===== src/include/keypad_pkg.sv =====
// Constants, types and register layout for the keypad wake interrupt block
package keypad_pkg;
  localparam int NUM_PINS = 6;
  localparam logic [0:0] ADDR_STATUS_CONTROL = 1'h0;
  localparam logic [0:0] ADDR_PIN_ENABLE = 1'h1;
  localparam int BIT_PENDING = 3;
  localparam int BIT_ACK = 2;
  localparam int BIT_MASK = 1;
  localparam int BIT_MODE = 0;
  localparam int BIT_WAKE_EN = 6;
  localparam logic [15:0] VECTOR_ADDR = 16'hffe0;
  localparam logic [7:0] ZERO_BYTE = 8'h00;

  typedef struct packed {
    logic [NUM_PINS-1:0] sync1;
    logic [NUM_PINS-1:0] sync2;
    logic [NUM_PINS-1:0] prev;
    logic prev_any_low;
    logic pin_latch;
    logic ack_seen;
    logic wake_latch;
    logic wake_prev;
    logic mode;
    logic mask;
    logic [NUM_PINS:0] enable;
    logic [7:0] rdata;
  } key_state_t;
endpackage


===== src/core/keypad_wake_interrupt.sv =====
// Keypad wake interrupt: pin and wakeup request latch with register port
`timescale 1ns/1ps
module keypad_wake_interrupt
  import keypad_pkg::*;
(
  // Clock and reset
  input wire logic i_clk_sys,
  input wire logic i_rst_n,
  // Register port
  input wire logic i_addr,
  input wire logic [7:0] i_wdata,
  input wire logic i_wr,
  input wire logic i_rd,
  output logic [7:0] o_rdata,
  // Pins and wakeup
  input wire logic [NUM_PINS-1:0] i_key_pin,
  input wire logic i_wakeup_timer_request,
  // System
  input wire logic i_vector_fetch,
  input wire logic i_break_state,
  input wire logic i_break_clear_enable,
  input wire logic [NUM_PINS-1:0] i_port_direction,
  input wire logic [NUM_PINS-1:0] i_port_pullup_enable,
  // Outputs
  output logic o_irq,
  output logic o_wakeup,
  output logic [15:0] o_vector_addr,
  output logic [NUM_PINS-1:0] o_pullup_on,
  output logic [NUM_PINS-1:0] o_force_input,
  output logic [NUM_PINS-1:0] o_pin_readable,
  output logic o_wakeup_timer_enable
);

  ////////////////////////////////////////////////////////////////////////////
  key_state_t st_ff;
  key_state_t nxt_st;
  logic [NUM_PINS-1:0] en_pins;
  logic any_low;
  logic fall;
  logic sw_ack;
  logic ack;
  logic pending;

  assign en_pins = st_ff.enable[NUM_PINS-1:0];
  assign any_low = |(~st_ff.sync2 & en_pins);
  // New low only when all enabled were high before
  assign fall = any_low && !st_ff.prev_any_low;
  // Break protects latch from software ack unless clear enabled
  assign sw_ack = i_wr && (i_addr == ADDR_STATUS_CONTROL) && i_wdata[BIT_ACK] &&
                  (!i_break_state || i_break_clear_enable);
  assign ack = sw_ack || i_vector_fetch;
  assign pending = st_ff.pin_latch || st_ff.wake_latch;

  ////////////////////////////////////////////////////////////////////////////
  always_comb begin
    nxt_st = st_ff;
    nxt_st.sync1 = i_key_pin;
    nxt_st.sync2 = st_ff.sync1;
    nxt_st.prev_any_low = any_low;
    nxt_st.wake_prev = i_wakeup_timer_request;
    // Pin latch: edge mode clears at once; level mode needs release too
    // Level mode remembers an ack given while a key is still down
    if (ack && st_ff.mode && any_low && st_ff.pin_latch) begin
      nxt_st.ack_seen = 1'b1;
    end
    if (ack && (!st_ff.mode || !any_low)) begin
      nxt_st.pin_latch = 1'b0;
    end
    if (st_ff.mode && st_ff.ack_seen && !any_low) begin
      nxt_st.pin_latch = 1'b0;
    end
    if (fall || (st_ff.mode && any_low)) begin
      nxt_st.pin_latch = 1'b1;
    end
    if (!nxt_st.pin_latch) begin
      nxt_st.ack_seen = 1'b0;
    end
    // Wakeup input ignores vector fetch
    if (sw_ack) begin
      nxt_st.wake_latch = 1'b0;
    end
    if (st_ff.enable[BIT_WAKE_EN] && i_wakeup_timer_request &&
        (!st_ff.wake_prev || (st_ff.mode && !sw_ack))) begin
      nxt_st.wake_latch = 1'b1; // A new request edge wins over clear; in level mode a held request yields to sw_ack for that cycle
    end
    if (i_wr && i_addr == ADDR_STATUS_CONTROL) begin
      nxt_st.mask = i_wdata[BIT_MASK];
      nxt_st.mode = i_wdata[BIT_MODE];
    end
    if (i_wr && i_addr == ADDR_PIN_ENABLE) begin
      nxt_st.enable = i_wdata[NUM_PINS:0];
    end
    nxt_st.rdata = ZERO_BYTE;
    if (i_rd) begin
      if (i_addr == ADDR_STATUS_CONTROL) begin
        // Upper bits and acknowledge read zero
        nxt_st.rdata[BIT_PENDING] = pending;
        nxt_st.rdata[BIT_MASK] = st_ff.mask;
        nxt_st.rdata[BIT_MODE] = st_ff.mode;
      end else begin
        nxt_st.rdata[NUM_PINS:0] = st_ff.enable;
      end
    end
  end

  always_ff @(posedge i_clk_sys or negedge i_rst_n) begin
    if (!i_rst_n) begin
      st_ff <= '0;
    end else begin
      st_ff <= nxt_st;
    end
  end

  ////////////////////////////////////////////////////////////////////////////
  assign o_rdata = st_ff.rdata;
  // Decoded from the registered latches, so a stop-mode wake needs clock edges first
  assign o_irq = pending && !st_ff.mask;
  assign o_wakeup = pending && !st_ff.mask;
  assign o_vector_addr = VECTOR_ADDR;
  assign o_pullup_on = en_pins | i_port_pullup_enable;
  assign o_force_input = en_pins;
  assign o_pin_readable = ~i_port_direction;
  assign o_wakeup_timer_enable = st_ff.enable[BIT_WAKE_EN];
endmodule


===== config.mk =====
export PLATFORM = sky130hd
export DESIGN_NAME = keypad_wake_interrupt
export DESIGN_NICKNAME = d
export VERILOG_FILES = /design/src/include/keypad_pkg.sv /design/src/core/keypad_wake_interrupt.sv
export SDC_FILE = /design/constraint.sdc
export NUM_CORES = 1
export LEC_CHECK = 0
export BUFFER_PORTS_ARGS = -buffer_cell sky130_fd_sc_hd__buf_2
export CAP_MARGIN = 20
export CORE_ASPECT_RATIO = 0.7
export CORE_UTILIZATION = 44
export DETAILED_ROUTE_END_ITERATION = 16
export PLACE_DENSITY = 0.87
export SKIP_CTS_REPAIR_TIMING = 1
export SYNTH_ARGS = -nofsm -noshare
export SYNTH_HDL_FRONTEND = slang
export SYNTH_SLANG_ARGS = --single-unit
export TNS_END_PERCENT = 5

===== constraint.sdc =====
create_clock -name i_clk_sys -period 1.3 [get_ports i_clk_sys]
set_input_delay 0.39 -clock i_clk_sys [delete_from_list [all_inputs] [get_ports i_clk_sys]]
set_output_delay 0.39 -clock i_clk_sys [all_outputs]
set_load 0.02 [all_outputs]

After elaboration in Yosys (flattened, before gate mapping)
Index checks and enable logic that the tools add are counted.
Storage, ports and cells
  register bits: 33
  input port bits: 35
  output and inout port bits: 45
Cells by class
  equality and inequality tests: 1
  multiplexer cells: 12
  bitwise operators: 5
  reductions and logical operators: 31
Operators with widths (count)
  1-bit logical AND: 16
  6-bit NOT: 2
  1-bit 2-to-1 mux: 9
  1-bit logical NOT: 7
  7-bit 2-to-1 mux: 1
  6-bit bitwise AND: 1
  1-bit logical OR: 6
  6-bit bitwise OR: 1
  6-bit OR reduction: 1
  3-bit 2-to-1 mux: 1
  2-bit 2-to-1 mux: 1
  2-bit by 1-bit != test with 1-bit output (second input constant): 1
  2-bit nonzero test: 1
  1-bit NOT: 1

Longest topological paths before layout
Gate-level depths: netlist of the first run.
  word-level depth: 10
  gate-level depth with buffers: 5
  gate-level depth less buffers: 4

Worst setup path after synthesis of the first run
OpenSTA, ideal clock, no wires.
  path type: register to output
  from: register st_ff[20] (netlist name)
  to: output port o_wakeup
  arrival time: 0.940 ns
  path slack: -0.030 ns
  stages on the path, launching flop included: 4
  cells stage by stage: dfrtp_1 > nor2_1 > nor2_1 > buf_4
On the way
  cells in the longest elaborated chain, start to end: 2
Ends and longest elaborated chain
  start, declared: line keypad_wake_interrupt.sv:35  | key_state_t st_ff;
  start signal, assigned: line keypad_wake_interrupt.sv:110  | st_ff <= nxt_st;
  1-bit logical OR: line keypad_wake_interrupt.sv:52  | assign pending = st_ff.pin_latch || st_ff.wake_latch;
  1-bit logical AND
  end, declared: line keypad_wake_interrupt.sv:26  | output logic o_wakeup,
No other way between the ends.

Worst setup path after layout of the first run
  from: register st_ff (netlist bit o_force_input[1])
  to: output port o_pullup_on[1]
On the way
  cells in the longest elaborated chain, start to end: 1
Ends and longest elaborated chain
  6-bit bitwise OR: line keypad_wake_interrupt.sv:120  | assign o_pullup_on = en_pins | i_port_pullup_enable;
  end, declared: line keypad_wake_interrupt.sv:28  | output logic [NUM_PINS-1:0] o_pullup_on,
No other way between the ends.

==> run_results.csv, run 1 <==
group,metric,value,unit
status,status,"finished with violations",
status,violations,"setup timing",
drt,routed_wl,2703,µm
sta,fin_skew,0.003931,ns
critical_path,worstPathCellList,"or2_4, buf_6",
sta,fin_tns_setup,-1.178,ns
global_route,antenna_found_initial,0,
sta,rsz0062_at_grt,"true",
yosys,postSynthAreaPerCell,11.69,µm²
critical_path,crit_start,"o_force_input[1]$_DFFE_PN0P_",
sta,period_needed,1.472,ns
floorplanning,fp.dieH,51.18,µm
sta,setup_violations,10,
sta,max_freq,679.3,MHz
layout,diodes,0,
sta,maxSlewViolCount,0,
drt,dr_total_vias,1017,
drt,drt_iter0_markers,31,
yosys,yosys_warnings,0,
layout,layout-area-overhead-vs-synth,29.79,%
floorplanning,dieWidth,72.26,µm
sta,period_share,1.132,
place,placed_cells,228,
cts,clockBufferDepth,2,
power_and_ir_drop,power_density,1328,mW/mm²
drt,dr.pass1.iters,4,
drt,drc,0,
global_route,grt_pass1_wl,4091,µm
critical_path,critPathMaxStageDelay,0.43,ns
yosys,synth.area.top_cells,"dfrtp_1, buf_4, mux2_2, or2_2, inv_1",
cts,clockRootBuffer,"clkbuf_8",
layout,drive_gt1_frac,0.5440,
run,drv_cap,0,
sta,hold_ws,0.002564,ns
yosys,synth_top_area_frac,0.5432,
critical_path,path_depth,2,
drt,vias_per_cell,4.238,
global_route,first_global_vias,881,
yosys,synthCells,130,
critical_path,rr_worst_depth,4,
critical_path,crit-reg2reg-launch,"o_force_input[3]$_DFFE_PN0P_",
floorplanning,rows,17,
critical_path,required,0.91,ns
yosys,synth_area,0.001520,mm²
cts,cts_max_level,2,
yosys,synth-seq-area-share,0.5432,
cts,clock-sinks,33,
cts,clkLatencyLatePin,0.28,ns
cts,cts_tree,"built",
sta,setup_ws,-0.1722,ns
critical_path,cpMaxStageDelayCell,"dfrtp_1",
critical_path,cpLargestDelayFamily,"flip-flops",
floorplanning,start_util,0.4733,
power_and_ir_drop,ir_drop,0.0007928,V
global_route,grt_max_degree,21,
critical_path,crit_path_end_kind,"primary output",
min_path,hold_path_class,"primary input to async pin",
critical_path,reg2reg_setup_slack,0.03,ns
layout,layoutNonFillerInstCount,240,
floorplanning,core_area,0.003212,mm²
place,io_buffers,61,
layout,nets,229,
drt,wl_per_cell,11.26,µm
place,dp_hpwl,1984,µm
cts,numCtsBuffers,5,
drt,drtAntennaViolNets,0,
yosys,synth-seq-cells,33,
yosys,synth_largest_area_cell,"dfrtp_1",
power_and_ir_drop,power_leakage,1.044,nW
yosys,synth_cell_types,28,
sta,finalHoldViolations,0,
critical_path,worstPathBufferInverterCount,1,
critical_path,cp_max_fo,4,
floorplanning,io_pins,80,
global_route,grt-ovfl-total,0,
global_route,grt_usage,0.1538,
critical_path,reg2reg_to,"st_ff[21]$_DFF_PN0_",
critical_path,startpoint_type,"flip-flop",
critical_path,worstSetupEndpoint,"o_pullup_on[1]",
critical_path,setup.worst_path.class,"flip-flop to primary output",
floorplanning,die-area,0.003698,mm²
cts,clk_pin_slew,0.06,ns
critical_path,cp.arrival,1.08,ns
place,place_congestion,0.7786,
## per-layer routing
metal / up-vias / GRT usage / routed length, µm
li1: 494 / - / -
met1: 468 / 0.1888 / 1163
met2: 47 / 0.2368 / 1267
met3: 8 / 0.05325 / 218
met4: 0 / 0.08824 / 53
met5: - / 0 / 0
## per-stage QoR
stage | power [mW] | cell area [µm²] | util | setup WS, ns
finish | 2.620 | 1973 | 0.6143 | -0.1722
detailed placement | 1.838 | 1764 | 0.5493 | -0.004882
global route | 2.754 | 1973 | 0.6143 | -0.1947
global placement | 1.821 | 1764 | 0.5493 | -0.001745
CTS | 2.525 | 1838 | 0.5723 | -0.2690
floorplan | 1.708 | 1579 | - | 0.08860
## kinds of logic after synthesis
logic type             Yosys count  share of synthesized area
other                            2                   0.004940
buffers and inverters           42                     0.1852
AOI/OAI and AO/OA               11                    0.06914
and+or+nand+nor                 31                     0.1177
muxes                           11                    0.07984
DFF                             33                     0.5432
## state kept, by name, summed over array words and instances (netlist names)
signal and cells:
st_ff 13, o_rdata 7, nxt_st 6, o_wakeup_timer_enable 1, o_force_input 6
## worst min-delay path by stage
stage,slack (ns),cells past startpoint,from,end
after floorplan,0.09,0,i_rst_n,nxt_st[28]$_DFF_PN0_
after global placement,0.30,1,i_rst_n,nxt_st[28]$_DFF_PN0_
after detailed placement,0.31,1,i_rst_n,nxt_st[28]$_DFF_PN0_
after CTS,0.002,1,i_rst_n,nxt_st[28]$_DFF_PN0_
after global routing,0.01,1,i_rst_n,nxt_st[28]$_DFF_PN0_
final,0.003,1,i_rst_n,nxt_st[28]$_DFF_PN0_
## cells in the final DEF, fill, tap and decap left out
master	synthesis	routed
buf_2	0	53
nand3_1	1	1
clkbuf_8	0	5
nor2b_4	1	1
o2111ai_4	0	1
mux2i_1	2	2
and3_1	4	4
clkinv_2	0	1
buf_6	1	8
dfrtp_1	33	33
o21bai_1	1	1
o21ai_0	1	1
o21ai_1	2	2
a21boi_1	1	1
nor3_2	0	1
nand2b_1	4	4
nor2b_1	2	2
o22ai_4	1	1
or2_2	7	1
conb_1	2	17
o211ai_2	1	1
nor2_2	0	2
buf_12	0	1
or2_4	0	6
buf_4	31	12
nand2_1	7	7
inv_1	10	10
nand4b_1	1	1
o22ai_1	1	1
mux2_2	9	9
a31oi_2	1	1
o221ai_2	0	1
and2_1	1	1
## where the power goes
part           leakage (nW)  switching, mW  internal, mW
Combinational         0.610          0.378         0.334
Sequential            0.394         0.0905          1.14
Clock                0.0399          0.327         0.351
Total                  1.04          0.795          1.82
## Yosys cell counts (all sizes together)
| library cell | instances |
|---|---|
| nor2b | 3 |
| nand2 | 7 |
| a21boi | 1 |
| nand4b | 1 |
| dfrtp | 33 |
| o2111ai | 1 |
| inv | 10 |
| o211ai | 1 |
| nor3 | 1 |
| or2 | 7 |
| o21bai | 1 |
| o22ai | 2 |
| o21ai | 3 |
| and2 | 1 |
| nor2 | 2 |
| nand3 | 1 |
| conb | 2 |
| and3 | 4 |
| buf | 32 |
| o221ai | 1 |
| a31oi | 1 |
| nand2b | 4 |
| mux2 | 9 |
| mux2i | 2 |
## final cells by class
type / instances / area (µm²)
clock buffer: 5 / 68.82
clock inverter: 1 / 5.005
fill: 253 / 1239
inverter: 10 / 37.54
multi-input combinational: 70 / 511.7
sequential: 33 / 825.8
tap: 47 / 58.81
timing repair buffer: 74 / 465.4
Note: power is estimated with default switching activity, not from simulation.
==> run 2, diff against run 1 <==
--- a/config.mk
+++ b/config.mk
@@ -8,9 +8,9 @@
 export BUFFER_PORTS_ARGS = -buffer_cell sky130_fd_sc_hd__buf_2
 export CAP_MARGIN = 20
 export CORE_ASPECT_RATIO = 0.7
-export CORE_UTILIZATION = 44
+export CORE_UTILIZATION = 30
 export DETAILED_ROUTE_END_ITERATION = 16
-export PLACE_DENSITY = 0.87
+export PLACE_DENSITY = 0.66
 export SKIP_CTS_REPAIR_TIMING = 1
 export SYNTH_ARGS = -nofsm -noshare
 export SYNTH_HDL_FRONTEND = slang
==> run_results.csv, run 2 (synthesis gave the netlist of run 1 again) <==
group,metric,value,unit
status,status,"finished with violations",
status,violations,"setup timing",
floorplanning,fp.dieH,61.56,µm
global_route,grt_max_degree,34,
sta,period_needed,1.487,ns
cts,cts_max_level,2,
critical_path,cpMaxStageDelayCell,"dfrtp_1",
cts,clockRootBuffer,"clkbuf_8",
power_and_ir_drop,internal_power,1.985,mW
floorplanning,dieWidth,87.08,µm
sta,fin_skew,0.006763,ns
sta,rsz0062_at_grt,"true",
layout,mostFrequentLayoutCells,"buf_2, dfrtp_1, conb_1",
layout,largest_reg_flops,13,
drt,dr.pass1.iters,4,
power_and_ir_drop,combPwrFrac,0.266,
layout,layoutNonFillerInstCount,265,
floorplanning,die-area,0.005360,mm²
critical_path,cpLargestDelayFamily,"flip-flops",
critical_path,required,0.91,ns
power_and_ir_drop,power_density,1368,mW/mm²
cts,clockBufferDepth,2,
drt,wl_per_cell,10.99,µm
cts,clkLatencyLatePin,0.29,ns
critical_path,crit_path_end_kind,"primary output",
floorplanning,core_area,0.004835,mm²
floorplanning,io_pins,80,
layout,nets,230,
drt,routed_wl,2912,µm
power_and_ir_drop,power_leakage,1.076,nW
layout,final_common_cell,"buf_2",
power_and_ir_drop,total_power,2.829,mW
sta,finalHoldViolations,0,
power_and_ir_drop,p_sw,844.3,µW
global_route,first_global_vias,889,
sta,maxSlewViolCount,0,
critical_path,setup.worst_path.class,"flip-flop to primary output",
critical_path,cp.arrival,1.10,ns
critical_path,cp_max_fo,5,
layout,fin_util,0.4278,
place,dp_hpwl,2085,µm
cts,numCtsBuffers,5,
sta,setup_ws,-0.1868,ns
place,placed_cell_area,0.001792,mm²
layout,fill_cells,460,
global_route,grt-ovfl-total,0,
global_route,antenna_found_initial,0,
drt,drtAntennaViolNets,0,
min_path,hold_path_class,"primary input to async pin",
power_and_ir_drop,ir_drop,0.0006493,V
layout,diodes,0,
power_and_ir_drop,p_sw_frac,0.2984,
global_route,grt_pass1_wl,4360,µm
power_and_ir_drop,p_clk_frac,0.298,
drt,vias_per_cell,3.800,
layout,layout-area-overhead-vs-synth,36.05,%
run,drv_cap,0,
critical_path,worstPathBufferInverterCount,1,
place,io_buffers,61,
layout,regMostFlops,"st_ff",
global_route,grt_usage,0.1155,
drt,dr_total_vias,1007,
layout,final_area,0.002068,mm²
sta,max_freq,672.6,MHz
critical_path,critPathMaxStageDelay,0.43,ns
drt,drc,0,
layout,drive_gt1_frac,0.5612,
critical_path,startpoint_type,"flip-flop",
place,placed_cells,250,
critical_path,worstPathCellList,"or2_4, buf_6",
place,place_congestion,0.7132,
drt,drt_iter0_markers,35,
sta,period_share,1.144,
floorplanning,start_util,0.3144,
cts,clk_pin_slew,0.07,ns
power_and_ir_drop,seq_power_share,0.435,
cts,cts_tree,"built",
sta,setup_violations,12,
cts,clock-sinks,33,
floorplanning,rows,21,
-- run 2: routing by layer --
metal | up-vias | wire length, µm | GRT usage | share of wire
met5 | - | 0 | 0 | 0
met4 | 0 | 0 | 0.02857 | 0
met3 | 0 | 193 | 0.06568 | 0.066
met2 | 45 | 1323 | 0.1676 | 0.45
met1 | 460 | 1396 | 0.1492 | 0.48
li1 | 502 | - | - | -
-- run 2: final timing paths --
path | from | endpoint | slack (ns) | depth (start not counted)
worst max-delay path | o_force_input[5]$_DFFE_PN0P_ | o_pullup_on[5] | -0.19 | 2
worst min-delay path | i_rst_n | o_rdata[5]$_DFF_PN0_ | 0.05 | 2
worst max register to register | o_force_input[1]$_DFFE_PN0P_ | st_ff[19]$_DFFE_PN0P_ | 0 | 6
worst min register to register | nxt_st[28]$_DFF_PN0_ | st_ff[28]$_DFF_PN0_ | 0.35 | 0
max in group asynchronous | i_rst_n | o_force_input[1]$_DFFE_PN0P_ | 1.08 | 2
min in group i_clk_sys | i_key_pin[2] | nxt_st[30]$_DFF_PN0_ | 0.21 | 1
-- run 2: layout make-up --
class	instances	area [µm²]	area share
sequential	33	827.0	0.3999
timing repair buffer	75	494.2	0.2390
clock buffer	7	96.34	0.04658
inverter	10	37.54	0.01815
clock inverter	1	5.005	0.002420
multi-input combinational	70	521.8	0.2523
tap	69	86.33	0.04174
-- run 2: worst reg2reg max path: stages (launching register included) --
cell	delay, ns
dfrtp_2	0.41
buf_4	0.14
buf_4	0.14
nand2b_4	0.06
o2111ai_4	0.13
o221ai_2	0.18
o211ai_2	0.11
-- run 2: stage by stage --
stage / setup WS, ns / setup TNS (ns) / hold WS [ns]
CTS: -0.2832 / -2.136 / 0.04520
global placement: -0.004032 / -0.004422 / 0.3350
detailed placement: -0.005134 / -0.008035 / 0.3355
global route: -0.2201 / -2.135 / 0.04773
floorplan: 0.08860 / 0 / 0.09441
finish: -0.1868 / -1.480 / 0.04794
-- run 2: power by group through the flow --
| stage | combinational (mW) | clock [mW] | sequential (mW) |
|---|---|---|---|
| finish | 0.753 | 0.845 | 1.23 |
| global placement | 0.593 | 0 | 1.24 |
| global route | 0.823 | 0.946 | 1.24 |
| CTS | 0.604 | 0.886 | 1.22 |
| floorplan | 0.483 | 0 | 1.23 |
| detailed placement | 0.602 | 0 | 1.24 |
==> run 3, diff against run 2 <==
--- a/config.mk
+++ b/config.mk
@@ -5,6 +5,7 @@
 export SDC_FILE = /design/constraint.sdc
 export NUM_CORES = 1
 export LEC_CHECK = 0
+export ABC_AREA = 1
 export BUFFER_PORTS_ARGS = -buffer_cell sky130_fd_sc_hd__buf_2
 export CAP_MARGIN = 20
 export CORE_ASPECT_RATIO = 0.7
==> run_results.csv, run 3 <==
group,metric,value,unit
yosys,synth_fa_ha_area_frac,0,
sta,finalHoldViolations,0,
cts,cts_max_level,2,
layout,final_common_cell,"buf_2",
yosys,synth-seq-cells,33,
global_route,grt_pass1_wl,4243,µm
layout,layout-area-overhead-vs-synth,32.35,%
place,place_congestion,0.7887,
global_route,grt-ovfl-total,0,
drt,wl_per_cell,9.376,µm
layout,nets,252,
yosys,yosys.area_share.simple,0.1626,
floorplanning,start_util,0.3123,
cts,numCtsBuffers,5,
yosys,synth_largest_area_cell,"dfrtp_1",
layout,seq_area,825.8,µm²
yosys,yosysMostFrequentCell,"dfrtp_1",
critical_path,cp_max_fo,4,
layout,fill_cells,497,
layout,diodes,0,
sta,period_needed,1.472,ns
drt,top_layer,"met4",
critical_path,cp.arrival,1.08,ns
sta,max_freq,679.5,MHz
yosys,synth_top_area_frac,0.5560,
sta,fin_skew,0.003863,ns
yosys,yosys-top-cells-count,"dfrtp_1, buf_4, nand2_1",
yosys,synth_top_family_by_area,"buffers and inverters",
sta,rsz0062_at_grt,"true",
drt,vias_per_cell,3.645,
cts,clkLatencyLatePin,0.28,ns
place,place_ws,-0.01296,ns
critical_path,setup.worst_path.class,"flip-flop to primary output",
yosys,synth-async-reset-ratio,1.000,
yosys,postSynthAreaPerCell,9.341,µm²
floorplanning,fp.dieH,60.87,µm
drt,dr_wl_met2,1172,µm
run,drv_cap,0,
yosys,synth_enable_flop_cells,0,
yosys,synth-xor-area-share,0,
sta,hold_ws,0.05221,ns
cts,cts_tree,"built",
yosys,synth_cell_types,20,
global_route,antenna_found_initial,0,
yosys,synth-seq-area-share,0.5560,
place,io_buffers,61,
floorplanning,dieWidth,86.10,µm
cts,clock-sinks,33,
drt,drtAntennaViolNets,0,
drt,met3WireLength,205,µm
drt,dr.pass1.iters,6,
global_route,grt_usage,0.1125,
yosys,synth_area,0.001485,mm²
floorplanning,core_area,0.004756,mm²
floorplanning,rows,21,
power_and_ir_drop,power_leakage,1.107,nW
layout,multi_input_area,407.9,µm²
layout,regMostFlops,"st_ff",
cts,clk_pin_slew,0.07,ns
yosys,synth.mux.area_fraction,0,
critical_path,crit-reg2reg-launch,"o_force_input[2]$_DFFE_PN0P_",
drt,drt_iter0_markers,43,
min_path,hold_path_class,"primary input to async pin",
global_route,first_global_vias,885,
critical_path,crit_path_end_kind,"primary output",
status,violations,"setup timing",
layout,drive_gt1_frac,0.4220,
floorplanning,die-area,0.005240,mm²
global_route,grt_max_degree,34,
sta,period_share,1.132,
critical_path,startpoint_type,"flip-flop",
cts,clockBufferDepth,2,
drt,wl_met1,1292,µm
yosys,yosys_warnings,0,
floorplanning,io_pins,80,
yosys,synth_compound_area_frac,0.05560,
critical_path,rr_worst_depth,11,
place,dp_hpwl,2100,µm
cts,clockRootBuffer,"clkbuf_8",
status,status,"finished with violations",
layout,mostFrequentLayoutCells,"buf_2, dfrtp_1, nand2_1",
drt,dr_total_vias,1046,
drt,routed_wl,2691,µm
sta,setup_violations,10,
power_and_ir_drop,total_power,2.715,mW
yosys,synthCells,159,
drt,drc,0,
layout,largest_reg_flops,13,
yosys,synth.area.top_cells,"dfrtp_1, buf_4, nand2_1, inv_1, nor2_1",
power_and_ir_drop,power_density,1381,mW/mm²
yosys,synthFlopType,"dfrtp_1",
sta,setup_ws,-0.1716,ns
critical_path,reg2reg_setup_slack,0.04,ns
critical_path,required,0.91,ns
power_and_ir_drop,ir_drop,0.0006104,V
critical_path,reg2reg_to,"st_ff[19]$_DFFE_PN0P_",
sta,maxSlewViolCount,0,
-- run 3: cell count changes in the layout (fill, tap and decap cells not counted), sizes merged, moves of 2 or more --
cell / delta
mux2i: -2
clkbuf: -2
inv: +14
nand2b: -4
nor2: +11
nor2b: -3
nand3: +3
mux2: -9
nand2: +21
a21oi: +5
buf: -7
and3: -4
o21ai: +5
-- run 3: worst max-delay path, stage by stage (launching register included) --
cell and delay (ns):
dfrtp_1 0.43, or2_4 0.24, buf_6 0.13
-- run 3: cell type report --
cell class                 instances  share of cell area
sequential                        33              0.4201
timing repair buffer              68              0.2241
multi-input combinational         85              0.2075
inverter                          24             0.04583
tap                               69             0.04392
clock buffer                       5             0.03501
clock inverter                     3             0.02355
-- run 3: worst max path at each step --
stage | startpoint | to
after floorplan | st_ff[15]$_DFFE_PN0N_ | o_wakeup
after global placement | i_port_pullup_enable[3] | o_pullup_on[3]
after detailed placement | i_port_pullup_enable[4] | o_pullup_on[4]
after CTS | o_force_input[2]$_DFFE_PN0P_ | o_pullup_on[2]
after global routing | o_force_input[2]$_DFFE_PN0P_ | o_pullup_on[2]
final | o_force_input[2]$_DFFE_PN0P_ | o_pullup_on[2]
-- run 3: kinds of logic after synthesis --
family,after synthesis
and+or+nand+nor,53
DFF,33
other,2
AOI/OAI and AO/OA,15
buffers and inverters,56
-- run 3: where the power goes --
group / switching [mW] / internal, mW / total (mW) / leakage [nW]
clock: 0.377 / 0.573 / 0.950 / 0.0543
combinational: 0.342 / 0.243 / 0.585 / 0.660
sequential: 0.0588 / 1.12 / 1.18 / 0.393
-- run 3: routing by layer --
metal  vias to the layer above  global-route usage
li1                        546                   -
met1                       455              0.1507
met2                        41              0.1633
met3                         4             0.04762
met4                         0             0.04286
met5                         -                   0
-- run 3: per-stage QoR --
step	cell area, µm²	TNS [ns]	util	cells
after detailed placement	1753	-0.01513	0.3686	276
after floorplan	1544	0	-	174
after global placement	1753	-0.001232	0.3686	276
final	1966	-1.152	0.4133	287
after CTS	1868	-1.930	0.3928	284
after global routing	1966	-1.723	0.4133	287
